<file path="src/core/lld_pkg.sv">
// Constants and types shared by the line loss detector
// What this block does
// RULE1 - Declare loss after N consecutive intervals below Q with no pulse.
// RULE2 - On declare, drive loss output high and pulse interrupt unless masked.
// RULE3 - Clear only after M intervals from a pulse above P, density at least 12.5%.
// RULE4 - On clear, drive the loss output low.
// RULE5 - Short haul declare threshold 800 mVpp, clear threshold 200 mVpp higher.
// RULE6 - Long haul declare threshold from five-bit code, clear threshold 4 dB higher.
// RULE7 - Threshold code resets to 10101, meaning -46 dB.
// RULE8 - Pin-configured long haul uses fixed -46 dB for E1, -38 dB for T1/J1.
// RULE9 - Criteria follow line standard bit (1 T1/J1, 0 E1) and criteria select.
// RULE10 - T1/J1 declare count is 175 bits, or 1544 with criteria select set.
// RULE11 - T1/J1 clear needs 128 bits, 12.5% marks, fewer than 100 zeros in a row.
// RULE12 - E1 declare count is 32 bits, or 2048 with criteria select set.
// RULE13 - E1 clear needs 32 bits, 12.5% marks, fewer than 16 zeros in a row.
// RULE14 - Short haul clear also needs received level above 1 Vpp.
// RULE15 - Software keeps T1/J1 alternate-criteria threshold within -18 to -30 dB.
// RULE16 - Software keeps E1 default-criteria threshold within -9 to -35 dB.
// RULE17 - Software keeps E1 alternate-criteria threshold within -6 to -20 dB.
// RULE18 - During loss without rx all ones, rails follow line, recovered clock continues.
// RULE19 - During loss with rx all ones, rails carry ones, clock from master clock.
// RULE20 - During loss with tx all ones, line sends ones timed by master clock.
// RULE21 - Loss detection stays active in every loopback mode.
// RULE22 - Criteria select resets to 0.
// RULE23 - Code 0 is -4 dB, 2 dB per step, codes 10110 and up are -48 dB.
// RULE24 - Counters step once per interval and restart when their condition breaks.
`default_nettype none

package lld_pkg;

  localparam int           CNT_W          = 12;
  localparam int           THR_W          = 11;
  localparam logic [11:0]  N_T1_STD       = 12'h00AF;
  localparam logic [11:0]  N_T1_ALT       = 12'h0608;
  localparam logic [11:0]  N_E1_STD       = 12'h0020;
  localparam logic [11:0]  N_E1_ALT       = 12'h0800;
  localparam logic [11:0]  M_T1           = 12'h0080;
  localparam logic [11:0]  M_E1           = 12'h0020;
  localparam logic [11:0]  ZRUN_T1        = 12'h0064;
  localparam logic [11:0]  ZRUN_E1        = 12'h0010;
  localparam int           DENSITY_SHIFT  = 3;
  localparam logic [4:0]   THR_CODE_RST   = 5'h15;
  localparam logic         CRITERIA_RST   = 1'h0;
  localparam logic [10:0]  SH_Q_MVPP      = 11'h320;
  localparam logic [10:0]  SH_HYST_MVPP   = 11'h0C8;
  localparam logic [10:0]  SH_CLR_MIN_MVPP = 11'h3E8;
  localparam logic [10:0]  LH_BASE_DB     = 11'h004;
  localparam logic [10:0]  LH_STEP_DB     = 11'h002;
  localparam logic [10:0]  LH_HYST_DB     = 11'h004;
  localparam logic [4:0]   LH_CODE_LAST   = 5'h15;
  localparam logic [10:0]  LH_FLOOR_DB    = 11'h030;
  localparam logic [10:0]  HW_E1_DB       = 11'h02E;
  localparam logic [10:0]  HW_T1_DB       = 11'h026;
  localparam int           MCLK_HZ        = 10_000_000;
  localparam int           AIS_RATE_HZ    = 2_048_000;
  localparam int           AIS_DIV        = MCLK_HZ / AIS_RATE_HZ;
  localparam int           FIFO_W         = 2;
  localparam int           FIFO_D         = 8;

  typedef enum logic [1:0] {
    ST_WATCH = 2'b00,
    ST_LOST  = 2'b01,
    ST_CLEAR = 2'b10
  } lld_state_type;

endpackage : lld_pkg

`default_nettype wire

</file>
<file path="src/core/lld_stream_if.sv">
// Valid/ready stream carrier between detector and its FIFO
`default_nettype none

interface lld_stream_if #(parameter int W = 2);
  logic [W-1:0] data;
  logic         valid;
  logic         ready;
  modport src (output data, output valid, input ready);
  modport snk (input data, input valid, output ready);
endinterface : lld_stream_if

`default_nettype wire

</file>
<file path="src/core/lld_fifo.sv">
// Flip-flop FIFO with valid/ready on both sides
`default_nettype none

module lld_fifo #(
  parameter int W = 2,
  parameter int D = 8
) (
  input  wire logic   mclk,
  input  wire logic   rst,
  lld_stream_if.snk   in_s,
  lld_stream_if.src   out_s
);
  localparam int AW = $clog2(D);

  typedef struct packed {
    logic [D-1:0][W-1:0] mem;
    logic [AW-1:0]       wr;
    logic [AW-1:0]       rd;
    logic [AW:0]         cnt;
  } lld_fifo_state_type;

  lld_fifo_state_type st_ff;
  lld_fifo_state_type nxt_st;
  logic               push;
  logic               pop;

  assign in_s.ready  = (st_ff.cnt != D[AW:0]);
  assign out_s.valid = (st_ff.cnt != '0);
  assign out_s.data  = st_ff.mem[st_ff.rd];
  assign push        = in_s.valid && in_s.ready;
  assign pop         = out_s.valid && out_s.ready;

  always_comb begin
    nxt_st = st_ff;
    if (push) begin
      nxt_st.mem[st_ff.wr] = in_s.data;
      nxt_st.wr            = (st_ff.wr == AW'(D - 1)) ? '0 : st_ff.wr + 1'b1;
    end
    if (pop) begin
      nxt_st.rd = (st_ff.rd == AW'(D - 1)) ? '0 : st_ff.rd + 1'b1;
    end
    nxt_st.cnt = st_ff.cnt + (AW + 1)'(push) - (AW + 1)'(pop);
  end

  always_ff @(posedge mclk) begin
    if (rst) begin
      st_ff <= '0;
    end else begin
      st_ff <= nxt_st;
    end
  end

endmodule : lld_fifo

`default_nettype wire

</file>
<file path="src/core/lld_thresh.sv">
// Level threshold selection for declare and clear
`default_nettype none

module lld_thresh
  import lld_pkg::*;
(
  input  wire logic          long_haul_mode,
  input  wire logic          software_config,
  input  wire logic          line_standard_select,
  input  wire logic [4:0]    code,
  output logic      [10:0]   declare_level,
  output logic      [10:0]   clear_level,
  output logic               level_is_mvpp
);

  function automatic logic [10:0] code_to_db(input logic [4:0] c);
    if (c > LH_CODE_LAST) begin
      code_to_db = LH_FLOOR_DB; // RULE23
    end else begin
      code_to_db = LH_BASE_DB + LH_STEP_DB * {6'h00, c}; // RULE23
    end
  endfunction : code_to_db

  always_comb begin
    level_is_mvpp = !long_haul_mode;
    if (!long_haul_mode) begin
      declare_level = SH_Q_MVPP; // RULE5
      clear_level   = SH_Q_MVPP + SH_HYST_MVPP; // RULE5
    end else if (!software_config) begin
      declare_level = line_standard_select ? HW_T1_DB : HW_E1_DB; // RULE8
      clear_level   = declare_level - LH_HYST_DB;
    end else begin
      // Magnitudes below nominal, so 4 dB more signal is 4 less
      declare_level = code_to_db(code); // RULE6
      clear_level   = declare_level - LH_HYST_DB; // RULE6
    end
  end

endmodule : lld_thresh

`default_nettype wire

</file>
<file path="src/core/lld_line_loss_detector.sv">
// Loss-of-signal detector with all-ones substitution and receive FIFO
`default_nettype none

module lld_line_loss_detector
  import lld_pkg::*;
(
  input  wire logic          mclk,
  input  wire logic          rst,
  input  wire logic          pulse_tick,
  input  wire logic          level_below_q,
  input  wire logic          level_above_p,
  input  wire logic          level_above_1vpp,
  input  wire logic          pulse_mark,
  input  wire logic          rx_line_tip,
  input  wire logic          rx_line_ring,
  input  wire logic          rx_rec_clk,
  output logic               rx_in_ready,
  output logic               rx_positive_rail,
  output logic               rx_negative_rail,
  output logic               rx_out_valid,
  input  wire logic          rx_out_ready,
  output logic               rx_clk_out,
  input  wire logic          tx_tick,
  input  wire logic          tx_data_pos,
  input  wire logic          tx_data_neg,
  output logic               tx_line_tip,
  output logic               tx_line_ring,
  input  wire logic          long_haul_mode,
  input  wire logic          software_config,
  input  wire logic          line_standard_select,
  input  wire logic          criteria_wr,
  input  wire logic          criteria_wdata,
  input  wire logic          threshold_wr,
  input  wire logic [4:0]    threshold_wdata,
  input  wire logic          rx_all_ones_on_loss,
  input  wire logic          tx_all_ones_on_loss,
  input  wire logic [1:0]    loopback_mode,
  input  wire logic          loss_irq_mask,
  output logic               signal_loss_out,
  output logic               loss_irq,
  output logic               criteria_select,
  output logic [4:0]         loss_threshold_code,
  output logic [lld_pkg::THR_W-1:0] threshold_declare,
  output logic [lld_pkg::THR_W-1:0] threshold_clear,
  output logic               threshold_is_mvpp
);
  import lld_pkg::*;

  ////////////////////////////////////////////////////////////////////////////
  // State

  typedef struct packed {
    lld_state_type    state;
    logic [CNT_W-1:0] below_cnt;
    logic [CNT_W-1:0] win_cnt;
    logic [CNT_W-1:0] mark_cnt;
    logic [CNT_W-1:0] zrun_cnt;
    logic             loss;
    logic             irq;
    logic             criteria;
    logic [4:0]       thr_code;
    logic [THR_W-1:0] thr_decl;
    logic [THR_W-1:0] thr_clr;
    logic             thr_mv;
    logic [3:0]       div_cnt;
    logic             ais_tick;
    logic             rx_pol;
    logic             tx_pol;
    logic             rx_pos;
    logic             rx_neg;
    logic             rx_valid;
    logic             rx_clk;
    logic             tx_tip;
    logic             tx_ring;
    logic             in_ready;
  } lld_core_state_type;

  lld_core_state_type st_ff;
  lld_core_state_type nxt_st;

  ////////////////////////////////////////////////////////////////////////////
  // Criteria decode

  function automatic logic [CNT_W-1:0] declare_count(input logic t1, input logic alt);
    if (t1) begin
      declare_count = alt ? N_T1_ALT : N_T1_STD; // RULE10
    end else begin
      declare_count = alt ? N_E1_ALT : N_E1_STD; // RULE12
    end
  endfunction : declare_count

  function automatic logic [CNT_W-1:0] clear_window(input logic t1);
    clear_window = t1 ? M_T1 : M_E1; // RULE11 RULE13
  endfunction : clear_window

  function automatic logic [CNT_W-1:0] zero_run_limit(input logic t1);
    zero_run_limit = t1 ? ZRUN_T1 : ZRUN_E1; // RULE11 RULE13
  endfunction : zero_run_limit

  logic [CNT_W-1:0] n_need;
  logic [CNT_W-1:0] m_need;
  logic [CNT_W-1:0] z_lim;
  logic [CNT_W-1:0] mark_need;

  assign n_need    = declare_count(line_standard_select, st_ff.criteria); // RULE9
  assign m_need    = clear_window(line_standard_select); // RULE9
  assign z_lim     = zero_run_limit(line_standard_select);
  assign mark_need = m_need >> DENSITY_SHIFT;

  ////////////////////////////////////////////////////////////////////////////
  // Threshold selection and receive FIFO

  logic [THR_W-1:0] sel_decl;
  logic [THR_W-1:0] sel_clr;
  logic             sel_mv;

  lld_thresh u_thresh (
    .long_haul_mode       (long_haul_mode),
    .software_config      (software_config),
    .line_standard_select (line_standard_select),
    .code                 (st_ff.thr_code),
    .declare_level        (sel_decl),
    .clear_level          (sel_clr),
    .level_is_mvpp        (sel_mv)
  );

  lld_stream_if #(.W(FIFO_W)) fifo_in ();
  lld_stream_if #(.W(FIFO_W)) fifo_out ();

  lld_fifo #(
    .W (FIFO_W),
    .D (FIFO_D)
  ) u_fifo (
    .mclk  (mclk),
    .rst   (rst),
    .in_s  (fifo_in),
    .out_s (fifo_out)
  );

  logic ais_rx;
  logic ais_tx;
  logic out_free;

  // Front end presents each sample for one tick only; it is dropped if the FIFO is full
  assign fifo_in.data  = {rx_line_tip, rx_line_ring};
  assign fifo_in.valid = pulse_tick;
  assign ais_rx        = st_ff.loss && rx_all_ones_on_loss; // RULE19
  assign ais_tx        = st_ff.loss && tx_all_ones_on_loss; // RULE20
  assign out_free      = !st_ff.rx_valid || rx_out_ready;
  // Stale line data is flushed while ones are substituted
  assign fifo_out.ready = ais_rx || out_free;

  ////////////////////////////////////////////////////////////////////////////
  // Next state

  logic             clr_ok;
  logic [CNT_W-1:0] win_n;
  logic [CNT_W-1:0] mark_n;
  logic [CNT_W-1:0] zrun_n;

  always_comb begin
    nxt_st   = st_ff;
    nxt_st.irq = 1'b0;
    clr_ok   = level_above_p && (long_haul_mode || level_above_1vpp); // RULE3 RULE14
    win_n    = st_ff.win_cnt + 1'b1;
    mark_n   = st_ff.mark_cnt + CNT_W'(pulse_mark);
    zrun_n   = pulse_mark ? '0 : st_ff.zrun_cnt + 1'b1;

    if (criteria_wr) begin
      nxt_st.criteria = criteria_wdata;
    end
    if (threshold_wr) begin
      nxt_st.thr_code = threshold_wdata;
    end
    nxt_st.thr_decl = sel_decl;
    nxt_st.thr_clr  = sel_clr;
    nxt_st.thr_mv   = sel_mv;

    // Loopback selection never gates the detector
    if (pulse_tick) begin // RULE21
      unique case (st_ff.state)
        ST_WATCH: begin
          if (level_below_q && !pulse_mark) begin // RULE1
            nxt_st.below_cnt = st_ff.below_cnt + 1'b1;
            if (st_ff.below_cnt + 1'b1 >= n_need) begin // RULE1
              nxt_st.loss      = 1'b1; // RULE2
              nxt_st.irq       = !loss_irq_mask; // RULE2
              nxt_st.state     = ST_LOST;
              nxt_st.below_cnt = '0;
            end
          end else begin
            nxt_st.below_cnt = '0; // RULE24
          end
        end
        ST_LOST: begin
          // Window opens only on a received pulse
          if (pulse_mark && clr_ok) begin // RULE3
            nxt_st.state    = ST_CLEAR;
            nxt_st.win_cnt  = 12'h0001;
            nxt_st.mark_cnt = 12'h0001;
            nxt_st.zrun_cnt = '0;
          end
        end
        ST_CLEAR: begin
          nxt_st.win_cnt  = win_n;
          nxt_st.mark_cnt = mark_n;
          nxt_st.zrun_cnt = zrun_n;
          if (!clr_ok || zrun_n >= z_lim) begin // RULE24 RULE11 RULE13
            nxt_st.state = ST_LOST;
          end else if (win_n >= m_need) begin
            if (mark_n >= mark_need) begin // RULE3
              nxt_st.loss  = 1'b0; // RULE4
              nxt_st.state = ST_WATCH;
            end else begin
              nxt_st.state = ST_LOST;
            end
          end
        end
        default: begin
          nxt_st.state = ST_WATCH;
        end
      endcase
    end

    // Master clock divider for all-ones timing
    nxt_st.ais_tick = 1'b0;
    if (st_ff.div_cnt == 4'(AIS_DIV - 1)) begin
      nxt_st.div_cnt  = '0;
      nxt_st.ais_tick = 1'b1;
    end else begin
      nxt_st.div_cnt = st_ff.div_cnt + 1'b1;
    end

    // Receive side
    if (st_ff.rx_valid && rx_out_ready) begin
      nxt_st.rx_valid = 1'b0;
    end
    if (ais_rx) begin
      // Divided master clock stands in for the recovered clock
      nxt_st.rx_clk = st_ff.div_cnt < 4'(AIS_DIV / 2); // RULE19
      if (st_ff.ais_tick && out_free) begin
        nxt_st.rx_pol   = !st_ff.rx_pol;
        nxt_st.rx_pos   = !st_ff.rx_pol; // RULE19
        nxt_st.rx_neg   = st_ff.rx_pol; // RULE19
        nxt_st.rx_valid = 1'b1;
      end
    end else begin
      nxt_st.rx_clk = rx_rec_clk; // RULE18
      if (fifo_out.valid && out_free) begin
        nxt_st.rx_pos   = fifo_out.data[1]; // RULE18
        nxt_st.rx_neg   = fifo_out.data[0]; // RULE18
        nxt_st.rx_valid = 1'b1;
      end
    end
    nxt_st.in_ready = fifo_in.ready;

    // Transmit side
    if (ais_tx) begin
      if (st_ff.ais_tick) begin
        nxt_st.tx_pol  = !st_ff.tx_pol;
        nxt_st.tx_tip  = !st_ff.tx_pol; // RULE20
        nxt_st.tx_ring = st_ff.tx_pol; // RULE20
      end
    end else if (tx_tick) begin
      nxt_st.tx_tip  = tx_data_pos;
      nxt_st.tx_ring = tx_data_neg;
    end
  end

  ////////////////////////////////////////////////////////////////////////////
  // Registers

  always_ff @(posedge mclk) begin
    if (rst) begin
      st_ff          <= '0;
      st_ff.state    <= ST_WATCH;
      st_ff.criteria <= CRITERIA_RST; // RULE22
      st_ff.thr_code <= THR_CODE_RST; // RULE7
    end else begin
      st_ff <= nxt_st;
    end
  end

  ////////////////////////////////////////////////////////////////////////////
  // Outputs

  assign signal_loss_out     = st_ff.loss; // RULE2 RULE4
  assign loss_irq            = st_ff.irq;
  assign criteria_select     = st_ff.criteria;
  assign loss_threshold_code = st_ff.thr_code;
  assign threshold_declare   = st_ff.thr_decl;
  assign threshold_clear     = st_ff.thr_clr;
  assign threshold_is_mvpp   = st_ff.thr_mv;
  assign rx_positive_rail    = st_ff.rx_pos;
  assign rx_negative_rail    = st_ff.rx_neg;
  assign rx_out_valid        = st_ff.rx_valid;
  assign rx_clk_out          = st_ff.rx_clk;
  assign rx_in_ready         = st_ff.in_ready;
  assign tx_line_tip         = st_ff.tx_tip;
  assign tx_line_ring        = st_ff.tx_ring;

  // Loopback mode is informational to the detector only
  logic unused_loop;
  assign unused_loop = ^loopback_mode;

endmodule : lld_line_loss_detector

`default_nettype wire

</file>
<file path="config.mk">
export PLATFORM = sky130hd
export DESIGN_NAME = lld_line_loss_detector
export DESIGN_NICKNAME = d
export VERILOG_FILES = /design/src/core/lld_pkg.sv /design/src/core/lld_stream_if.sv /design/src/core/lld_fifo.sv /design/src/core/lld_thresh.sv /design/src/core/lld_line_loss_detector.sv
export SDC_FILE = /design/constraint.sdc
export NUM_CORES = 1
export LEC_CHECK = 0
export ABC_AREA = 1
export BUFFER_PORTS_ARGS = -buffer_cell sky130_fd_sc_hd__buf_4
export CAP_MARGIN = 15
export CORE_MARGIN = 1.5
export CORE_UTILIZATION = 35
export CTS_BUF_LIST = sky130_fd_sc_hd__clkbuf_8
export DETAILED_ROUTE_END_ITERATION = 8
export MAX_ROUTING_LAYER = met4
export SLEW_MARGIN = 20
export SYNTH_ARGS = -nofsm -noshare
export SYNTH_HDL_FRONTEND = slang
export SYNTH_SLANG_ARGS = --single-unit
</file>
<file path="constraint.sdc">
create_clock -name mclk -period 2.8 [get_ports mclk]
set_input_delay 0.28 -clock mclk [delete_from_list [all_inputs] [get_ports mclk]]
set_output_delay 0.28 -clock mclk [all_outputs]
set_load 0.005 [all_outputs]
</file>
==> flow_summary_export.csv, run 1 <==
group,metric,value,unit
placement,place.gp.congestion,0.8124,
cts,clock_latency,0.44,ns
pwr,ir_drop,0.0004217,V
finish,fin_nets,1067,
drt,wl,14020,um
sta,setup-violations-final,0,
drt,post_drt_wl_per_cell,11.30,um
finish,final_cell_mix,"nand2_1 (235), nor2_1 (119), inv_1 (118)",
sta,relSlewSlack,49.63,%
setup_path,cp-end-kind,"register",
drt,dr.pass1.iters,4,
placement,io_buffer_count,61,
drt,vias,5745,
floorplan,num_rows,49,
yosys,syn_avg_cell_area,6.771,um2
setup_path,worst-endpoint-required,3.17,ns
finish,final_util,41.71,%
cts,clk_transition_reported_paths,0.07,ns
drt,final_antenna_net_count,0,
yosys,syn-instance-count,946,
yosys,yosys_register_bits,114,
setup_path,critPathKind,"register to register",
sta,timing.setup.tns,0,ns
yosys,ys_warn_count,0,
global_route,grt_pass1_wl,24760,um
pwr,cellLeakagePower,3.352,nW
global_route,grt_pass1_vias,5530,
sta,hold_viol,0,
finish,areaGrowthSynthToFinish,16.98,%
outcome,status,"complete, no violations",
floorplan,fp.dieH,138.3,um
finish,diodes,0,
flow_run,drv_cap,0,
yosys,synth.distinct_cells,45,
cts,cts.path.max_buffers,2,
finish,mostFrequentLayoutCell,"nand2_1",
sta,fin_crit,2.707,ns
floorplan,coreArea,0.01796,mm2
pwr,power.density,555.2,mW/mm2
global_route,overflow,0,
sta,rsz0062_at_grt,"yes",
floorplan,num_io_pins,68,
drt,drc,0,
setup_path,critical_path.max_fanout,5,
floorplan,initial_core_util,35.66,%
finish,drive_above_1_share,14.54,%
setup_path,start_kind,"register",
drt,drtIter0Drc,287,
sta,slew_viol_final,0,
floorplan,fp.dieArea,0.01912,mm2
drt,drt-vias-per-instance,4.633,
cts,clkSinkCount,114,
placement,dp_hpwl,10050,um
floorplan,die_w,138.3,um
setup_path,cp.arrival,3.08,ns
cts,cts_max_level,4,
cts,cts_tree,"done",
sta,fin_crit_sh,96.69,%
global_route,grt_antenna_before_repair,0,
cts,cts_root_buf,"clkbuf_8",
worst_hold_path,hp-class,"primary input to register",
global_route,grt_max_degree,40,
sta,final.setup_skew,0.01203,ns
cts,cts_buffers,17,
yosys,ys_seq_area_share,35.63,%
sta,tightest_slew,0.7437,ns
yosys,netlist_area,0.006405,mm2
sta,max_freq,0.3694,GHz
global_route,grt_usage,15.99,%
registers in the layout (all words and copies together) (netlist names), 5 cells and up:
name / count
loss_threshold_code: 5
threshold_declare: 6
u_fifo.st_ff: 26
st_ff: 57
threshold_clear: 10
stage by stage:
| stage | cell area (um2) | hold WS, ns | cells | setup slack [ns] | power (mW) |
|---|---|---|---|---|---|
| 6_report | 7492 | 0.04786 | 1240 | 0.09282 | 4.159 |
| 5_1_grt | 7492 | 0.02750 | 1240 | -0.1372 | 4.466 |
| 2_1_floorplan | 6420 | 0.3559 | 950 | 0.1839 | 2.493 |
| 3_3_place_gp | 6972 | 0.4364 | 1203 | 0.01540 | 2.731 |
| 4_1_cts | 7372 | 0.02645 | 1237 | 0.05017 | 4.218 |
| 3_5_place_dp | 6972 | 0.4418 | 1203 | -0.01755 | 2.745 |
timing repair:
item,4_1_cts,5_1_grt
setup endpoints to repair,8,16
hold endpoints to repair,2,0
buffers inserted,0,3
pin swaps,0,12
gates resized for setup,1,26
cloned,0,0
hold buffers,2,0
synth_stat cells, drive strengths merged:
library cell,number,share of area [%]
nand3,56,4.4
dfxtp,114,36
nor3,6,0.63
a21oi,78,6.2
ha,38,7.4
buf,34,3.7
a31oi,4,0.39
clkinv,2,0.12
clkbuf,17,1.0
o211a,1,0.16
o22ai,3,0.29
nand3b,5,0.59
a311o,1,0.16
nor4,1,0.098
o31ai,1,0.12
o311ai,1,0.14
a21boi,1,0.12
nor2,124,7.5
nand2,242,14
o21ai,45,3.5
or2,5,0.49
a211oi,3,0.35
o211ai,2,0.23
a22oi,2,0.23
a211o,1,0.14
inv,120,7.0
o221ai,2,0.27
nand4,12,1.2
fa,1,0.31
o21bai,1,0.12
xor2,13,1.9
xnor2,8,1.1
conb,2,0.12
report_power, final:
part | total, mW | internal (mW) | switching (mW) | leakage (nW)
Clock | 1.45 | 0.743 | 0.710 | 0.185
Combinational | 0.867 | 0.375 | 0.492 | 2.24
Sequential | 1.84 | 1.75 | 0.0930 | 0.931
critical path, cell delays in order (launching register included):
cell	delay (ns)
dfxtp_2	0.36
nand3_4	0.09
nor3_4	0.20
nand2_2	0.11
nor3_4	0.22
nand3_2	0.10
xor2_1	0.16
inv_1	0.10
ha_4	0.22
a21oi_4	0.16
inv_1	0.05
nor2_1	0.08
nand3_1	0.09
nand2_2	0.11
nand2_4	0.07
nor2_4	0.15
inv_2	0.05
or2_1	0.21
a21oi_2	0.11
cell families (layout without fill, tap and decap cells):
group,count (synthesis),after routing,synth area share [%]
AO/OA/AOI/OAI,146,146,12.39
adder cells (fa/ha/maj),39,39,7.736
XOR/XNOR,21,21,2.989
other,2,6,0.1173
AND/OR/NAND/NOR,451,451,29.34
buffers and inverters,173,234,11.80
flip-flops,114,114,35.63
per-layer routing:
metal | track usage (%) | vias up | routed length (um)
li1 | - | 3098 | -
met1 | 20.08 | 2550 | 7074
met2 | 25.11 | 89 | 6250
met3 | 4.815 | 8 | 592
met4 | 4.044 | 0 | 100
met5 | - | - | 0
path summary, 6_finish.rpt:
| kind | start | end | slack (ns) | depth (start not counted) |
|---|---|---|---|---|
| worst max-delay path | st_ff[83]$_SDFFE_PP0P_ | st_ff[89]$_SDFFE_PP0P_ | 0.09 | 18 |
| worst min-delay path | threshold_wdata[2] | loss_threshold_code[2]$_SDFFE_PP1P_ | 0.05 | 3 |
| worst max register to register | st_ff[83]$_SDFFE_PP0P_ | st_ff[89]$_SDFFE_PP0P_ | 0.09 | 18 |
| worst min register to register | st_ff[10]$_SDFF_PP0_ | st_ff[10]$_SDFF_PP0_ | 0.45 | 1 |
area by class of cell:
type / count / area, um2
fillers: 1901 / 10470
multi-input cells: 663 / 3476
flip-flops and latches: 114 / 2287
repair buffers: 80 / 609.3
inverters: 122 / 457.9
well taps: 229 / 286.5
clock buffers: 19 / 261.5
clock inverters: 13 / 113.9
Power figures use the tool's default switching activity.
==> inputs of run 2 (changes only) <==
--- a/config.mk
+++ b/config.mk
@@ -12,7 +12,6 @@
 export CORE_UTILIZATION = 35
 export CTS_BUF_LIST = sky130_fd_sc_hd__clkbuf_8
 export DETAILED_ROUTE_END_ITERATION = 8
-export MAX_ROUTING_LAYER = met4
 export SLEW_MARGIN = 20
 export SYNTH_ARGS = -nofsm -noshare
 export SYNTH_HDL_FRONTEND = slang
==> run 2 against run 1 <==
Wire length fell by 0.30%. Sequential cell count is the same. Via count is 0.19% higher. Critical path depth did not move. Worst hold slack improved by 0.0051 ns. Die area unchanged. Register-to-register slack barely moved. Power is 0.14% lower. Clock skew about the same. Design area is the same. Critical path type unchanged. Largest cell class unchanged.
==> flow_summary_export.csv, run 2 (synthesized netlist as in run 1, its figures left out) <==
group,metric,value,unit
setup_path,critPathMaxStageDelay,0.36,ns
drt,post_drt_wl_per_cell,11.27,um
pwr,cellLeakagePower,3.352,nW
setup_path,worst_path_max_delay_cell,"dfxtp_2",
drt,drtIter0Drc,256,
worst_hold_path,hp-class,"primary input to register",
finish,largest_reg_flops,57,
finish,stdcell_count,1240,
floorplan,coreArea,0.01796,mm2
worst_hold_path,min_from,"threshold_wdata[2]",
setup_path,reg2reg_slack,0.09,ns
global_route,grt_max_degree,40,
global_route,grt_antenna_before_repair,0,
placement,place.gp.congestion,0.7996,
cts,clkSinkCount,114,
sta,rsz0062_at_grt,"yes",
sta,fin_crit_sh,96.73,%
pwr,power,4.153,mW
finish,areaGrowthSynthToFinish,16.98,%
setup_path,start_kind,"register",
setup_path,critPathKind,"register to register",
placement,io_buffer_count,61,
sta,slew_viol_final,0,
drt,dr.pass1.iters,4,
setup_path,critical_path.max_fanout,5,
setup_path,reg2regPathDepth,18,
global_route,grt_usage,15.44,%
finish,multi_input_area,0.003476,mm2
finish,top_register,"st_ff",
sta,fin_crit,2.709,ns
setup_path,crit_path_start,"st_ff[83]$_SDFFE_PP0P_",
finish,final_cell_mix,"nand2_1 (235), nor2_1 (119), inv_1 (118)",
drt,vias,5756,
finish,diodes,0,
drt,final_antenna_net_count,0,
cts,clk_transition_reported_paths,0.07,ns
pwr,power.density,554.4,mW/mm2
cts,clock_latency,0.43,ns
setup_path,crit_chain,"nand3_4, nor3_4, nand2_2, nor3_4, nand3_2, xor2_1, inv_1, ha_4, a21oi_4, inv_1, nor2_1, nand3_1, nand2_2, nand2_4, nor2_4, inv_2, or2_1, a21oi_2",
sta,hold_viol,0,
finish,drive_above_1_share,14.54,%
setup_path,cp-end-kind,"register",
cts,cts.path.max_buffers,2,
floorplan,num_rows,49,
cts,cts_buffers,17,
setup_path,reg2reg_from,"st_ff[83]$_SDFFE_PP0P_",
placement,dpl_cell_area,0.006972,mm2
placement,dpl_worst_slack,-0.01755,ns
pwr,ir_drop,0.0004221,V
placement,dp.cells,1203,
global_route,grt_pass1_vias,5537,
drt,drc,0,
setup_path,cp.arrival,3.07,ns
finish,fin_nets,1067,
sta,relSlewSlack,49.63,%
floorplan,fp.dieH,138.3,um
finish,mostFrequentLayoutCell,"nand2_1",
finish,seqCellArea,0.002287,mm2
floorplan,num_io_pins,68,
cts,cts_root_buf,"clkbuf_8",
global_route,grt_pass1_wl,24730,um
setup_path,crit_family,"simple AND/OR/NAND/NOR gates",
sta,setup_slack,0.09149,ns
cts,cts_max_level,4,
worst_hold_path,holdPathStages,3,
finish,final_area,0.007492,mm2
global_route,overflow,0,
sta,tightest_slew,0.7437,ns
finish,nFillCells,1901,
cts,cts_tree,"done",
floorplan,fp.dieArea,0.01912,mm2
sta,final.setup_skew,0.01193,ns
floorplan,initial_core_util,35.66,%
floorplan,die_w,138.3,um
drt,drt-vias-per-instance,4.642,
outcome,status,"complete, no violations",
placement,dp_hpwl,10050,um
setup_path,cp.depth,18,
sta,setup-violations-final,0,
setup_path,critPathBufInv,3,
setup_path,worst-endpoint-required,3.16,ns
flow_run,drv_cap,0,
drt,wl,13980,um
sta,max_freq,0.3692,GHz
[run 2: cell counts in the layout (fill, tap and decap cells not counted)]
Identical to the previous run, type by type.
[run 2: final timing paths]
| kind | endpoint |
|---|---|
| min | loss_threshold_code[2]$_SDFFE_PP1P_ |
| max reg2reg | st_ff[89]$_SDFFE_PP0P_ |
| max | st_ff[89]$_SDFFE_PP0P_ |
| min reg2reg | st_ff[10]$_SDFF_PP0_ |
[run 2: area by class of cell]
class	instances	share of cell area (%)
clock buffers	19	3.490
clock inverters	13	1.520
inverters	122	6.112
multi-input cells	663	46.39
flip-flops and latches	114	30.53
well taps	229	3.824
repair buffers	80	8.133
[run 2: tightest hold or removal path: stages]
cell	delay [ns]
buf_4	0.07
nand2_1	0.04
nand3_1	0.06
[run 2: timing repair]
| action | CTS | global route |
|---|---|---|
| pin swaps | 0 | 12 |
| hold buffers | 2 | 0 |
| resized for setup | 1 | 26 |
| buffers inserted | 0 | 3 |
| endpoints found under the setup margin | 8 | 16 |
| hold endpoints to repair | 2 | 0 |
[run 2: stage by stage]
step	setup TNS, ns	hold WS (ns)	utilization [%]
floorplan	0	0.3559	-
global placement	0	0.4364	38.81
detailed placement	-0.02312	0.4418	38.81
CTS	0	0.02645	41.04
global route	-1.422	0.03553	41.71
finish	0	0.05293	41.71
[run 2: power by group]
part | total, mW | internal (mW) | leakage, nW | switching [mW]
Combinational | 0.867 | 0.375 | 2.24 | 0.492
Clock | 1.45 | 0.743 | 0.185 | 0.704
Sequential | 1.84 | 1.75 | 0.931 | 0.0931
[run 2: per-layer routing]
metal  part of all wire [%]  vias up  wire length [um]  track usage, %
met2                     45       82              6270           25.14
met4                   0.66        0                92           4.211
li1                       -     3095                 -               -
met3                    4.0        6               561           4.503
met5                      0        -                 0               0
met1                     50     2573              7051           19.97
